### src/sdmic_cfg.svh
/*
  Constants for the smart DAC mode and interface control block.
  Assumes a 20 MHz clock; included by the package, both design modules, the checker and the bench.
*/
`ifndef SDMIC_CFG_SVH
`define SDMIC_CFG_SVH

`define SDMIC_CLK_HZ        20000000
`define SDMIC_SPI_BITS      5'h18
`define SDMIC_SPI_RD_BIT    23
`define SDMIC_I2C_BYTES     2'h3
`define SDMIC_I2C_BASE_ADDR 7'h48
`define SDMIC_DUTY_FULL     7'h7F
`define SDMIC_PWM_MIN_DIV   12'h003
`define SDMIC_THR_MIDSCALE  8'h80
`define SDMIC_GAIN_EXT      3'h0
`define SDMIC_GAIN_VDD      3'h1
`define SDMIC_GAIN_X1P5     3'h2
`define SDMIC_GAIN_X2       3'h3
`define SDMIC_GAIN_X3       3'h4
`define SDMIC_GAIN_X4       3'h5
`define SDMIC_PDN_UP        2'h0

`endif

### src/sdmic_pkg.sv
/*
  Types shared by the mode and interface control block.
  Assumes sdmic_cfg.svh is reachable on the include path.
*/
`include "sdmic_cfg.svh"

package sdmic_pkg;
  typedef enum logic [1:0] {BIND_NONE, BIND_I2C, BIND_SPI} sdmic_bind_t;
  typedef enum logic [1:0] {I2C_IDLE, I2C_RX, I2C_ACK, I2C_SKIP} sdmic_i2c_t;
  typedef enum logic [1:0] {REF_VDD, REF_INT, REF_EXT} sdmic_ref_t;
  typedef enum logic [2:0] {
    GAIN_X1, GAIN_X1P5, GAIN_X2, GAIN_X3, GAIN_X4
  } sdmic_gain_t;
endpackage : sdmic_pkg

### src/sdmic_ctrl.sv
/*
  Mode select, serial interface detection and lock, PWM pin sharing,
  animation enable and threshold DAC reference/gain selection.
  Assumes pins are open-drain with external pull-ups and that the
  register file answers regReadData one cycle after regRdStrobe.
*/
`include "sdmic_cfg.svh"

module sdmic_ctrl (
  input  wire logic                 clk,
  input  wire logic                 rst_b,
  input  wire logic                 clkEn,
  input  wire logic                 modeRefPin,
  input  wire logic                 pin0In,
  output logic                      pin0Out,
  output logic                      pin0Oe,
  input  wire logic                 pin1In,
  output logic                      pin1Out,
  output logic                      pin1Oe,
  input  wire logic                 pin2In,
  output logic                      pin2Out,
  output logic                      pin2Oe,
  input  wire logic                 spareSerialOutPinIn,
  output logic                      spareSerialOutPinOut,
  output logic                      spareSerialOutPinOe,
  input  wire logic [1:0]           addressSelectPin,
  input  wire logic                 spareSerialOutEn,
  input  wire logic [15:0]          regReadData,
  output logic                      regWrStrobe,
  output logic                      regRdStrobe,
  output logic [7:0]                regAddr,
  output logic [15:0]               regWrData,
  output sdmic_pkg::sdmic_bind_t    boundInterface,
  output logic                      programmingMode,
  input  wire logic [27:0]          pwmDuty,
  input  wire logic [19:0]          pwmFreqSel,
  input  wire logic                 animationEngineDisable,
  output logic                      animationRun,
  input  wire logic                 triggerInputCmp,
  output logic                      triggerInputLevel,
  input  wire logic                 triggerOutputRequest,
  output logic                      triggerOutputHigh,
  input  wire logic [1:0]           channelPowerdownSelect,
  input  wire logic                 internalRefEnable,
  input  wire logic [2:0]           channelGainSelect,
  output logic                      thresholdDacEnable,
  output logic [7:0]                thresholdDacCode,
  output logic                      internalRefOn,
  output sdmic_pkg::sdmic_ref_t     refSource,
  output sdmic_pkg::sdmic_gain_t    outputGain
);
  import sdmic_pkg::*;

  typedef struct packed {
    logic [7:0]  sync1;
    logic [7:0]  sync2;
    logic [2:0]  prev;
    sdmic_bind_t binding;
    logic [4:0]  spiCnt;
    logic [23:0] spiShift;
    logic        rdPending;
    logic        sdoActive;
    logic [15:0] sdoShift;
    logic        sdoLow;
    sdmic_i2c_t  i2c;
    logic [3:0]  i2cBits;
    logic [1:0]  i2cBytes;
    logic [24:0] i2cShift;
    logic        ackLow;
    logic        wrStb;
    logic        rdStb;
    logic [7:0]  addr;
    logic [15:0] data;
    logic        trigOut;
    logic        dacEn;
    sdmic_ref_t  refSel;
    sdmic_gain_t gain;
    logic        intRef;
  } sdmic_ctrl_state_t;

  sdmic_ctrl_state_t st_reg;
  sdmic_ctrl_state_t st_next;

  logic       sclk;
  logic       sda;
  logic       syncPin;
  logic       modeProg;
  logic       sclRise;
  logic       sclFall;
  logic       i2cStart;
  logic       i2cStop;
  logic       syncRise;
  logic       syncLow;
  logic [6:0] myAddr;
  logic [3:0] pwmLow;

  // synchronised copies of pins; sync1 feeds only sync2
  assign sclk      = st_reg.sync2[0];
  assign sda       = st_reg.sync2[1];
  assign syncPin   = st_reg.sync2[2];
  assign modeProg  = st_reg.sync2[4];
  assign sclRise   = sclk & ~st_reg.prev[0];
  assign sclFall   = ~sclk & st_reg.prev[0];
  assign i2cStart  = sclk & st_reg.prev[0] & ~sda & st_reg.prev[1];
  assign i2cStop   = sclk & st_reg.prev[0] & sda & ~st_reg.prev[1];
  assign syncRise  = syncPin & ~st_reg.prev[2];
  assign syncLow   = ~syncPin;
  assign myAddr    = `SDMIC_I2C_BASE_ADDR
                     | {5'h00, st_reg.sync2[7:6]};

  always_comb begin
    st_next       = st_reg;
    st_next.sync1 = {addressSelectPin, triggerInputCmp, modeRefPin,
                     spareSerialOutPinIn, pin2In, pin1In, pin0In};
    st_next.sync2 = st_reg.sync1;
    st_next.prev  = st_reg.sync2[2:0];
    st_next.wrStb = 1'b0;
    st_next.rdStb = 1'b0;
    // read data is taken one cycle after the read strobe
    st_next.rdPending = st_reg.rdStb;

    // serial logic is idle in standalone mode, pins belong to PWM
    if (!modeProg) begin
      st_next.spiCnt    = 5'h00;
      st_next.i2c       = I2C_IDLE;
      st_next.ackLow    = 1'b0;
      st_next.sdoActive = 1'b0;
      st_next.sdoLow    = 1'b0;
    end else begin
      // SPI: frame while sync low, data taken on falling clock edge
      if (syncLow && sclFall && st_reg.spiCnt != `SDMIC_SPI_BITS) begin
        st_next.spiShift = {st_reg.spiShift[22:0], sda};
        st_next.spiCnt   = st_reg.spiCnt + 5'h01;
      end
      if (syncLow && sclRise && st_reg.sdoActive) begin
        st_next.sdoLow   = ~st_reg.sdoShift[15];
        st_next.sdoShift = {st_reg.sdoShift[14:0], 1'b1};
      end
      if (syncRise) begin
        st_next.spiCnt    = 5'h00;
        st_next.sdoActive = 1'b0;
        st_next.sdoLow    = 1'b0;
        if (st_reg.spiCnt == `SDMIC_SPI_BITS
            && st_reg.binding != BIND_I2C) begin
          st_next.binding = BIND_SPI;
          st_next.addr = st_reg.spiShift[22:15];
          st_next.data = st_reg.spiShift[15:0];
          if (st_reg.spiShift[`SDMIC_SPI_RD_BIT]) begin
            // readback needs the spare pin as output
            st_next.rdStb     = spareSerialOutEn;
          end else begin
            st_next.wrStb = 1'b1;
          end
        end
      end
      if (st_reg.rdPending) begin
        st_next.sdoShift  = regReadData;
        st_next.sdoActive = 1'b1;
      end

      // I2C: address byte, register byte, two data bytes, stop
      case (st_reg.i2c)
        I2C_IDLE: begin
        end
        I2C_RX: begin
          if (sclRise) begin
            st_next.i2cShift = {st_reg.i2cShift[23:0], sda};
            st_next.i2cBits  = st_reg.i2cBits + 4'h1;
          end else if (sclFall && st_reg.i2cBits == 4'h8) begin
            st_next.i2cBits = 4'h0;
            if (st_reg.i2cBytes == 2'h0
                && (st_reg.i2cShift[7:0] != {myAddr, 1'b0}
                    || st_reg.binding == BIND_SPI)) begin
              st_next.i2c = I2C_SKIP;
            end else begin
              st_next.ackLow = 1'b1;
              st_next.i2c    = I2C_ACK;
            end
          end
        end
        I2C_ACK: begin
          if (sclFall) begin
            st_next.ackLow = 1'b0;
            st_next.i2c    = I2C_RX;
            if (st_reg.i2cBytes != `SDMIC_I2C_BYTES) begin
              st_next.i2cBytes = st_reg.i2cBytes + 2'h1;
            end
          end
        end
        I2C_SKIP: begin
        end
        default: begin
          st_next.i2c = I2C_IDLE;
        end
      endcase
      if (i2cStop) begin
        st_next.i2c    = I2C_IDLE;
        st_next.ackLow = 1'b0;
        // the scl rise ahead of a stop shifts one spare bit in
        if (st_reg.i2c == I2C_RX && st_reg.i2cBits == 4'h1
            && st_reg.i2cBytes == `SDMIC_I2C_BYTES
            && st_reg.binding != BIND_SPI) begin
          st_next.binding = BIND_I2C;
          st_next.addr    = st_reg.i2cShift[24:17];
          st_next.data    = st_reg.i2cShift[16:1];
          st_next.wrStb = 1'b1;
        end
      end else if (i2cStart) begin
        st_next.i2c      = I2C_RX;
        st_next.i2cBits  = 4'h0;
        st_next.i2cBytes = 2'h0;
        st_next.ackLow   = 1'b0;
      end
    end

    // trigger output is a rail-to-rail level in standalone mode
    st_next.trigOut = ~modeProg & triggerOutputRequest;

    // reference and gain selection for the threshold DAC
    st_next.dacEn  = (channelPowerdownSelect == `SDMIC_PDN_UP);
    st_next.intRef = internalRefEnable;
    st_next.refSel = REF_VDD;
    st_next.gain   = GAIN_X1;
    if (channelGainSelect == `SDMIC_GAIN_EXT) begin
      st_next.refSel = REF_EXT;
    end else if (internalRefEnable) begin
      if (channelGainSelect == `SDMIC_GAIN_X1P5) begin
        st_next.refSel = REF_INT;
        st_next.gain   = GAIN_X1P5;
      end else if (channelGainSelect == `SDMIC_GAIN_X2) begin
        st_next.refSel = REF_INT;
        st_next.gain   = GAIN_X2;
      end else if (channelGainSelect == `SDMIC_GAIN_X3) begin
        st_next.refSel = REF_INT;
        st_next.gain   = GAIN_X3;
      end else if (channelGainSelect == `SDMIC_GAIN_X4) begin
        st_next.refSel = REF_INT;
        st_next.gain   = GAIN_X4;
      end
    end
  end

  // binding is never cleared by logic; only reset restarts detection
  always_ff @(posedge clk or negedge rst_b) begin
    if (!rst_b) begin
      st_reg      <= '0;
      st_reg.binding <= BIND_NONE;
      st_reg.refSel  <= REF_VDD;
      st_reg.gain <= GAIN_X1;
    end else if (clkEn) begin
      st_reg <= st_next;
    end
  end

  genvar g;
  generate
    for (g = 0; g < 4; g++) begin : gPwm
      sdmic_pwm_chan uPwm (
        .clk     (clk),
        .rst_b   (rst_b),
        .clkEn   (clkEn),
        .run     (~modeProg),
        .duty    (pwmDuty[g*7 +: 7]),
        .freqSel (pwmFreqSel[g*5 +: 5]),
        .pullLow (pwmLow[g])
      );
    end
  endgenerate

  // every pin drives low or floats; high comes from pull-ups
  assign pin0Out              = 1'b0;
  assign pin1Out              = 1'b0;
  assign pin2Out              = 1'b0;
  assign spareSerialOutPinOut = 1'b0;
  assign pin0Oe  = modeProg ? 1'b0 : pwmLow[0];
  assign pin1Oe  = modeProg ? st_reg.ackLow : pwmLow[1];
  assign pin2Oe  = modeProg ? 1'b0 : pwmLow[2];
  assign spareSerialOutPinOe = modeProg
         ? (st_reg.sdoLow & spareSerialOutEn) : pwmLow[3];

  assign regWrStrobe        = st_reg.wrStb;
  assign regRdStrobe        = st_reg.rdStb;
  assign regAddr            = st_reg.addr;
  assign regWrData          = st_reg.data;
  assign boundInterface     = st_reg.binding;
  assign programmingMode    = modeProg;
  assign animationRun       = ~modeProg & ~animationEngineDisable;
  assign triggerInputLevel  = st_reg.sync2[5];
  assign triggerOutputHigh  = st_reg.trigOut;
  assign thresholdDacEnable = st_reg.dacEn;
  assign thresholdDacCode   = `SDMIC_THR_MIDSCALE;
  assign internalRefOn      = st_reg.intRef;
  assign refSource          = st_reg.refSel;
  assign outputGain         = st_reg.gain;
endmodule : sdmic_ctrl

### src/sdmic_pwm_chan.sv
/*
  One PWM channel: 7-bit duty, 32 frequency settings, open-drain drive.
  Assumes clk and the clock enable come from the parent block.
*/
`include "sdmic_cfg.svh"

module sdmic_pwm_chan (
  input  wire logic       clk,
  input  wire logic       rst_b,
  input  wire logic       clkEn,
  input  wire logic       run,
  input  wire logic [6:0] duty,
  input  wire logic [4:0] freqSel,
  output logic            pullLow
);
  import sdmic_pkg::*;

  typedef struct packed {
    logic [11:0] presc;
    logic [6:0]  phase;
    logic        low;
  } sdmic_pwm_state_t;

  sdmic_pwm_state_t st_reg;
  sdmic_pwm_state_t st_next;
  logic [11:0]      divLimit;

  // nominal divider, oscillator error is not trimmed out
  always_comb begin
    divLimit = 12'((`SDMIC_PWM_MIN_DIV * {10'h000, freqSel[1:0]}
               + `SDMIC_PWM_MIN_DIV) << freqSel[4:2]);
  end

  always_comb begin
    st_next = st_reg;
    if (!run) begin
      st_next.presc = 12'h000;
      st_next.phase = 7'h00;
      st_next.low   = 1'b0;
    end else begin
      if (st_reg.presc >= divLimit - 12'h001) begin
        st_next.presc = 12'h000;
        st_next.phase = st_reg.phase + 7'h01;
      end else begin
        st_next.presc = st_reg.presc + 12'h001;
      end
      // full code holds the line released for 100 % duty
      st_next.low = (duty != `SDMIC_DUTY_FULL)
                    && (st_next.phase >= duty);
    end
  end

  always_ff @(posedge clk or negedge rst_b) begin
    if (!rst_b) begin
      st_reg <= '0;
    end else if (clkEn) begin
      st_reg <= st_next;
    end
  end

  assign pullLow = st_reg.low;
endmodule : sdmic_pwm_chan
### config.mk
export PLATFORM = sky130hd
export DESIGN_NAME = sdmic_ctrl
export DESIGN_NICKNAME = d
export VERILOG_FILES = /design/src/sdmic_pkg.sv /design/src/sdmic_ctrl.sv /design/src/sdmic_pwm_chan.sv
export VERILOG_INCLUDE_DIRS = /design/src
export SDC_FILE = /design/constraint.sdc
export NUM_CORES = 1
export LEC_CHECK = 0
export ABC_CLOCK_PERIOD_IN_PS = 8200
export BUFFER_PORTS_ARGS = -buffer_cell sky130_fd_sc_hd__buf_2
export CORE_UTILIZATION = 41
export CTS_BUF_LIST = sky130_fd_sc_hd__clkbuf_4 sky130_fd_sc_hd__clkbuf_8
export CTS_CLUSTER_SIZE = 12
export DETAILED_ROUTE_END_ITERATION = 8
export GPL_TIMING_DRIVEN = 0
export PLACE_DENSITY = 0.67
export SLEW_MARGIN = 20
export SYNTH_ARGS = -nofsm -noshare
export SYNTH_HDL_FRONTEND = slang
export SYNTH_SLANG_ARGS = --single-unit
export TNS_END_PERCENT = 1
### constraint.sdc
create_clock -name clk -period 8.2 [get_ports clk]
set_clock_uncertainty 0.1 [all_clocks]
set_input_delay 0.82 -clock clk [delete_from_list [all_inputs] [get_ports clk]]
set_output_delay 0.82 -clock clk [all_outputs]
set_load 0.03 [all_outputs]
==> impl_metrics.ini, run 1 <==
[detailed_routing]
via_per_inst = 5.49
drt-initial-drc-count = 769
routed_wl_um = 34200
antenna_left = 0
via_count = 11806
wire_per_inst_um = 15.9
drt_first_pass_iters = 5
drc = 0

[yosys]
synth_top_area_share_pct = 38.4
syn_avg_cell_area_um2 = 9.29
synthCells = 1507
synthTopCellsByArea = dfrtp_1 (38%), ha_1 (8.3%), mux2_2 (5.9%)
netlist_area_mm2 = 0.0140
yosysUniqueCellTypes = 76
ys_seq_area_share_pct = 38.4
ys.flop_type = dfrtp_1
synthArstFlopShare_pct = 100
synth-edff-count = 0
synth-seq-cells = 215
synth_top_area_cell = dfrtp_1
synth_warnings = 0

[worst_setup_path]
critPathLaunchType = input port
rrSetupSlack_ps = 4410
r2r_start = gPwm[0].uPwm.st_reg[10]
critPathMaxStageDelay_ps = 400
rr_worst_depth = 12
r2r-end = gPwm[0].uPwm.pullLow
end_kind = register
cp_common_cell = ha_1
cp_max_fo = 10
cp_slowest_cell = mux2_2
critPathRequiredTime_ps = 8530
worstSetupPathType = in -> reg
arrival_ps = 6130

[final_layout]
largest_reg_flops = 85
layout_common_cells = dfrtp_1 (215), buf_2 (130), nor2_1 (123)
fin_cells = 2151
layout_commonest_cell = dfrtp_1
layout-drive-gt1-share_pct = 19.9
area_growth_pct = 14.4
final_nets = 1858

[run]
cap_violations = 0

[sta]
slew_violations = 0
slew_headroom_pct = 39.1
fin_crit_sh_pct = 70.7
worst_slew_pin_slew_ps = 913
rsz0062_at_grt = false
tns_ps = 0
final-hold-violation-count = 0
fmax_mhz = 172
layout_setup_ws_ps = 2400
setup_violations = 0
fin_crit_ps = 5800

[power_and_ir_drop]
peakVddDrop_v = 0.000146
power.leakage_nw = 7.83
power.density_mw_per_mm2 = 177

[cts]
cts_hold_buf = 0
insertion_delay_ps = 560
root_buffer = clkbuf_8
tritoncts = yes
cts_buffers = 39
cts_setup_buffers = 0
cts_htree_levels = 2
cts_resized = 0
cts_buffer_depth = 3
numClockSinks = 215
clk_pin_slew_ps = 60

[global_route]
antenna_found_initial = 1
first_global_vias = 11350
grt_pass1_wl_um = 56400
gr-usage-all-layers_pct = 19.4
overflow = 0
grt_max_degree = 93

[die]
core_mm2 = 0.0335
fp.dieW_um = 187
ios = 139
start_util_pct = 41.7
dieArea_mm2 = 0.0349
die_h_um = 187
rows = 67

[placement]
dp_worst_setup_slack_ps = 1940
io_buffers = 117
dp.cells = 2088
hpwl_um = 24800
place_congestion = 0.874

[outcome]
status = finished, final reports clean

[worst_hold_path]
hold_path_class = in -> async
-- worst max-delay path: cells and delay by family --
family,cells,cell delay [ps]
compound gates,12,2190
buf+inv,5,1450
mux,1,400
fa+ha+maj,3,790
simple gates,4,470
-- cells in the mapped netlist (36+ instances only) --
| master | count |
|---|---|
| nand3_1 | 42 |
| dfrtp_1 | 215 |
| buf_4 | 44 |
| nor2_1 | 123 |
| o21ai_0 | 93 |
| nand2_1 | 116 |
| nand2b_1 | 44 |
| mux2_2 | 73 |
| a21oi_1 | 65 |
| inv_1 | 53 |
| a31oi_1 | 36 |
| clkbuf_1 | 62 |
| ha_1 | 93 |
-- how the worst max path moves through the flow --
stage | cells past startpoint | slack, ps | end | from
5_1_grt | 25 | 2030 | gPwm[2].uPwm.pullLow | pwmFreqSel[13]
3_3_place_gp | 24 | 1940 | gPwm[0].uPwm.pullLow | pwmFreqSel[3]
2_1_floorplan | 23 | 2850 | gPwm[0].uPwm.pullLow | pwmFreqSel[3]
4_1_cts | 24 | 2520 | gPwm[0].uPwm.pullLow | pwmFreqSel[3]
3_5_place_dp | 24 | 1940 | gPwm[0].uPwm.pullLow | pwmFreqSel[3]
6_report | 25 | 2400 | gPwm[2].uPwm.pullLow | pwmFreqSel[13]
-- final cells by class --
type | instances | area [um2]
Clock buffer | 55 | 688
Multi-Input combinational cell | 1117 | 7750
Tap cell | 448 | 561
Fill cell | 3192 | 17500
Buffer | 134 | 709
Antenna cell | 1 | 2.50
Clock inverter | 7 | 66.3
Sequential cell | 215 | 5380
Inverter | 55 | 206
Timing Repair Buffer | 119 | 651
-- routing by layer --
metal	up-vias	part of all wire (%)	GRT usage (%)	wire (um)
li1	5776	-	-	-
met5	-	0	0	0
met2	307	46	32.1	15900
met3	53	5.1	2.86	1750
met1	5670	46	26.6	15900
met4	0	1.9	5.14	654
-- through the flow --
| step | util, % | hold slack, ps | total power, mW | area (um2) |
|---|---|---|---|---|
| final | 47.8 | 30.5 | 2.84 | 16000 |
| after global routing | 47.8 | 31.4 | 3.00 | 16000 |
| after CTS | 47.8 | 20.2 | 2.87 | 16000 |
| after detailed placement | 45.5 | 367 | 1.86 | 15300 |
| after global placement | 45.3 | 361 | 1.83 | 15200 |
| after floorplan | - | 342 | 1.67 | 14000 |
-- cell families (layout without fill, tap and decap cells) --
kind of cell,after synthesis,count (layout),synth area share [%]
and+or+nand+nor,463,463,16.6
AOI/OAI and AO/OA,404,404,19.7
DFF,215,215,38.4
buffers and inverters,189,370,6.54
muxes,102,102,7.95
adders and majority gates,93,93,8.31
xor gates and xnor gates,39,39,2.44
other,2,17,0.0537
-- where the power goes --
part	switching, mW	leakage [nW]	internal [mW]
combinational	0.339	4.52	0.270
sequential	0.0917	2.91	1.14
clock	0.455	0.399	0.543
Note: power is estimated with default switching activity, not from simulation.
==> run 2: changes to the inputs <==
- ABC_AREA: default -> 1
- ABC_CLOCK_PERIOD_IN_PS: 8200 -> 5800
- clock period: 8.2 -> 5.8 ns (I/O delays scaled with it)
==> run 2 against run 1 <==
  * Clock power up 55%
  * Final area up 2.9%
  * Clock-buffer cell count grew 8
  * Critical path type unchanged
  * Sequential share of layout area shrank 0.94 points
  * First-iteration DRC count increased by 12%
  * Critical endpoint is now gPwm[1].uPwm.pullLow
  * Flip-flop and latch count stayed put
==> impl_metrics.ini, run 2 <==
[final_layout]
diodes = 0
nFillCells = 3408
largest_reg_flops = 85
multi_input_area_mm2 = 0.00746
final_nets = 2329
final_cell_area_mm2 = 0.0165
area_growth_pct = 15.1
seq_area_mm2 = 0.00538
layout_common_cells = nand2_1 (605), inv_1 (235), dfrtp_1 (215)
layout-drive-gt1-share_pct = 14.2
layout_commonest_cell = nand2_1

[die]
rows = 68
fp.dieW_um = 189
core_mm2 = 0.0345
die_h_um = 189
dieArea_mm2 = 0.0357
ios = 139
start_util_pct = 41.5

[cts]
cts_buffers = 41
clk_pin_slew_ps = 60
tritoncts = yes
cts_buffer_depth = 3
cts_htree_levels = 2
numClockSinks = 215
root_buffer = clkbuf_8
insertion_delay_ps = 570
cts_setup_buffers = 0

[worst_setup_path]
cp_max_fo = 10
arrival_ps = 4160
worstSetupPathType = in -> reg
critPathLaunchType = input port
end_kind = register
critPathRequiredTime_ps = 6140

[global_route]
overflow = 0
grt_max_degree = 100
grt_pass1_wl_um = 58800
antenna_found_initial = 0
first_global_vias = 12433
gr-usage-all-layers_pct = 19.9

[yosys]
yosys-top-cells-count = nand2_1 (605), inv_1 (235), dfrtp_1 (215)
synth_top_area_cell = dfrtp_1
ys_seq_area_share_pct = 37.6
yosysUniqueCellTypes = 49
ys.flop_type = dfrtp_1
synth_top_area_share_pct = 37.6
synthArstFlopShare_pct = 100
synth-edff-count = 0
syn_avg_cell_area_um2 = 7.26
synthTopCellsByArea = dfrtp_1 (38%), nand2_1 (16%), ha_1 (8.1%)
netlist_area_mm2 = 0.0143
synth_warnings = 0
synthCells = 1971
synth-seq-cells = 215
synth_most_common_cell = nand2_1

[power_and_ir_drop]
power.leakage_nw = 8.86
p_total_mw = 3.92
peakVddDrop_v = 0.000186
power.density_mw_per_mm2 = 238

[sta]
setup_violations = 0
rsz0062_at_grt = false
fmax_mhz = 262
fin_hold_ws_ps = 105
final-hold-violation-count = 0
fin_crit_sh_pct = 65.8
tns_ps = 0
slew_headroom_pct = 46.6
layout_setup_ws_ps = 1990
slew_violations = 0
worst_slew_pin_slew_ps = 802
fin_crit_ps = 3810

[detailed_routing]
routed_wl_um = 34800
wire_per_inst_um = 13.2
drc = 0
drt_first_pass_iters = 5
via_per_inst = 4.98
antenna_left = 0
drt-initial-drc-count = 864
via_count = 13127

[placement]
dpl_cell_area_mm2 = 0.0156
dp_worst_setup_slack_ps = 1440
io_buffers = 121
hpwl_um = 26100
place_congestion = 0.866

[outcome]
status = finished, final reports clean

[worst_hold_path]
hold_path_class = in -> reg

[run]
cap_violations = 0
-- run 2: changes by cell type in the layout (fill, tap and decap cells not counted), sizes merged, moves of 32 or more --
cell,change
o21ai,+40
nand2b,-44
a21o,-32
xor2,+33
clkbuf,-34
inv,+193
nand2,+497
nand3,+109
nand4,+43
mux2,-73
-- run 2: area by class of cell --
| class | instances | share of cell area, % |
|---|---|---|
| inverter | 247 | 5.63 |
| clock buffer | 63 | 4.88 |
| timing repair buffer | 124 | 4.13 |
| multi-input combinational | 1428 | 45.3 |
| clock inverter | 8 | 0.357 |
| buffer | 95 | 3.64 |
| tap | 455 | 3.45 |
| sequential | 215 | 32.6 |
-- run 2: cell families (layout without fill, tap and decap cells) --
logic type	Yosys count	after routing	share of synthesized area, %
buffers and inverters	342	537	10.7
other	2	16	0.0525
DFF	215	215	37.6
xor gates and xnor gates	58	58	3.55
adders and majority gates	93	93	8.13
and+or+nand+nor	1022	1022	30.8
AOI/OAI and AO/OA	239	239	9.25
-- run 2: power by group --
part	switching (mW)	internal, mW	total (mW)
Clock	0.663	0.889	1.55
Combinational	0.440	0.251	0.690
Sequential	0.0835	1.60	1.68
-- run 2: worst paths after layout --
kind / slack (ps) / to / from / cells after the start
max: 1990 / gPwm[1].uPwm.pullLow / pwmFreqSel[9] / 26
max reg2reg: 2830 / gPwm[2].uPwm.pullLow / gPwm[2].uPwm.st_reg[16] / 17
min in group asynchronous: 380 / outputGain[2] / rst_b / 2
min: 110 / thresholdDacEnable / channelPowerdownSelect[1] / 2
min reg2reg: 350 / st_reg[68] / st_reg[84] / 1
max in group asynchronous: 4020 / st_reg[38] / rst_b / 4
-- run 2: repair_timing --
action,4_1_cts,5_1_grt
gates resized for setup,0,0
hold endpoints to repair,27,0
hold buffers,1,0
-- run 2: stage by stage --
| step | cells | util [%] |
|---|---|---|
| after floorplan | 1985 | - |
| after detailed placement | 2563 | 45.3 |
| after global placement | 2561 | 45.1 |
| final | 2635 | 47.8 |
| after global routing | 2635 | 47.8 |
| after CTS | 2635 | 47.8 |
-- run 2: worst max-delay path, cell delays in order --
cell and delay (ps):
buf_4 140, clkinv_1 230, nand4_1 210, ha_1 250
inv_1 90, nor2_2 140, nand2_1 90, o21ai_1 160
inv_1 70, ha_1 270, nand2_1 40, inv_1 70
nand3_1 80, nor3_1 130, nand2_1 300, nand2_4 270
nand2_1 100, nand2_1 70, inv_1 50, ha_1 290
a21oi_1 120, o21ai_0 100, nand2_1 70, o2111ai_1 90
nand3_1 90, nand2_1 60
-- run 2: per-layer routing --
metal	routed length [um]	GRT usage, %	up-vias
li1	-	-	6690
met1	16400	26.5	6083
met2	16200	33.3	287
met3	1430	2.50	67
met4	869	6.64	0
met5	0	0	-
==> run 3: changes to the inputs <==
- ABC_CLOCK_PERIOD_IN_PS: 5800 -> 3900
- clock period: 5.8 -> 3.9 ns (I/O delays scaled with it)
==> run 3 against run 2 <==
  * Critical path depth rose by 1
  * Hold slack worse by 69 ps
  * Via count grew 0.53%
  * Largest power group unchanged
  * Highest routed layer unchanged
==> impl_metrics.ini, run 3 (synthesis gave the netlist of run 2 again) <==
[outcome]
status = finished, final reports clean

[detailed_routing]
drt-initial-drc-count = 787
drt_first_pass_iters = 5
antenna_left = 0
via_per_inst = 4.96
routed_wl_um = 35200
drc = 0
wire_per_inst_um = 13.2
via_count = 13196

[final_layout]
largest_reg_flops = 85
layout-drive-gt1-share_pct = 14.1
seq_area_mm2 = 0.00538
area_growth_pct = 17.1
diodes = 0
final_cell_area_mm2 = 0.0168
nFillCells = 3393
multi_input_area_mm2 = 0.00747
layout_commonest_cell = nand2_1
fin_cells = 2662
final_nets = 2356
layout_common_cells = nand2_1 (604), inv_1 (235), dfrtp_1 (215)

[worst_setup_path]
r2r_start = gPwm[2].uPwm.st_reg[16]
rrSetupSlack_ps = 950
cp_max_fo = 10
rr_worst_depth = 16
worstSetupPathType = in -> reg
critPathRequiredTime_ps = 4290
critPathLaunchType = input port
r2r-end = gPwm[2].uPwm.pullLow
end_kind = register
arrival_ps = 3850

[cts]
insertion_delay_ps = 570
tritoncts = yes
root_buffer = clkbuf_8
cts_htree_levels = 2
cts_buffer_depth = 3
cts_buffers = 41
numClockSinks = 215
clk_pin_slew_ps = 60

[die]
fp.dieW_um = 189
ios = 139
core_mm2 = 0.0345
start_util_pct = 41.5
dieArea_mm2 = 0.0357
rows = 68
die_h_um = 189

[worst_hold_path]
hold_path_class = in -> reg
worstHoldStart = addressSelectPin[1]
min_to = st_next[128]
min_path_cells = 3

[power_and_ir_drop]
p_total_mw = 5.86
peakVddDrop_v = 0.000277
p_clk_share_pct = 39.4
internal-power_mw = 4.09
power.density_mw_per_mm2 = 350
power_switching_mw = 1.77
power_frac_seq_pct = 42.7
power.leakage_nw = 8.98
p_comb_share_pct = 17.9
switching_share_pct = 30.2

[placement]
dpl_cell_area_mm2 = 0.0156
place_congestion = 0.866
dp.cells = 2563
io_buffers = 121
hpwl_um = 26100

[global_route]
gr-usage-all-layers_pct = 20.1
grt_pass1_wl_um = 59500
antenna_found_initial = 0
grt_max_degree = 100
first_global_vias = 12629
overflow = 0

[sta]
slew_violations = 0
fin_hold_ws_ps = 35.6
fin_crit_sh_pct = 88.7
fin_crit_ps = 3460
rsz0062_at_grt = false
slew_headroom_pct = 46.4
setup_violations = 0
worst_slew_pin_slew_ps = 804
final-hold-violation-count = 0
fmax_mhz = 289

[run]
cap_violations = 0
## run 3: changes by cell type in the layout (fill, tap and decap cells not counted), sizes merged
cell,change
dlygate4sd3,+27
clkinv,-1
clkinvlp,+1
## run 3: power by group through the flow
stage                     Clock (mW)  Combinational [mW]  Sequential, mW
after floorplan                    0               0.718            2.52
after global placement             0               0.986            2.53
after detailed placement           0                1.03            2.54
after CTS                       2.37                1.06            2.50
after global routing            2.46                1.22            2.52
final                           2.31                1.05            2.50
## run 3: area by class of cell
cell class,instances,area share [%]
timing repair buffer,151,5.67
multi-input combinational,1428,44.5
clock buffer,63,4.80
clock inverter,8,0.351
tap,455,3.40
buffer,95,3.58
inverter,247,5.55
sequential,215,32.1
## run 3: how the worst max path moves through the flow
stage	from	endpoint	slack [ps]	depth (start not counted)
after floorplan	pwmFreqSel[9]	gPwm[1].uPwm.pullLow	410	26
after global placement	rst_b	regAddr[4]	-1590	1
after detailed placement	pwmFreqSel[9]	gPwm[1].uPwm.pullLow	-270	26
after CTS	pwmFreqSel[9]	gPwm[1].uPwm.pullLow	330	26
after global routing	pwmFreqSel[8]	gPwm[1].uPwm.pullLow	40	27
final	pwmFreqSel[8]	gPwm[1].uPwm.pullLow	440	27
## run 3: stage by stage
stage	setup TNS (ps)	setup slack [ps]	util [%]
2_1_floorplan	0	409	-
3_3_place_gp	-338920	-1590	45.1
3_5_place_dp	-447	-272	45.3
4_1_cts	0	328	48.6
5_1_grt	0	39.3	48.6
6_report	0	441	48.6
## run 3: layer usage
metal / part of all wire (%) / vias to the layer above / global-route usage, %
met2: 46 / 271 / 33.8
met1: 47 / 6104 / 26.6
li1: - / 6746 / -
met3: 3.8 / 75 / 2.51
met5: 0 / - / 0
met4: 2.7 / 0 / 6.92
## run 3: critical path: stages
cell       delay [ps]
buf_2             140
inv_2              80
nand3_1           150
nor2_1             60
inv_1             100
ha_1              240
inv_1              90
nor2_2            140
nand2_1            90
o21ai_1           160
inv_1              70
ha_1              270
nand2_1            40
inv_1              70
nand3_1            80
nor3_1            180
nand2_2           210
nand2_4           210
nand2_1            90
and2_1            150
ha_1              290
nand2_1            50
o21ai_0           160
nand2_1            80
o2111ai_1          70
nand3_1           100
nand2_1            90
## run 3: what timing repair did
item	4_1_cts	5_1_grt
endpoints found under the hold margin	131	0
buffers inserted	0	0
hold buffers	28	0
resized for setup	0	3
endpoints found under the setup margin	0	1
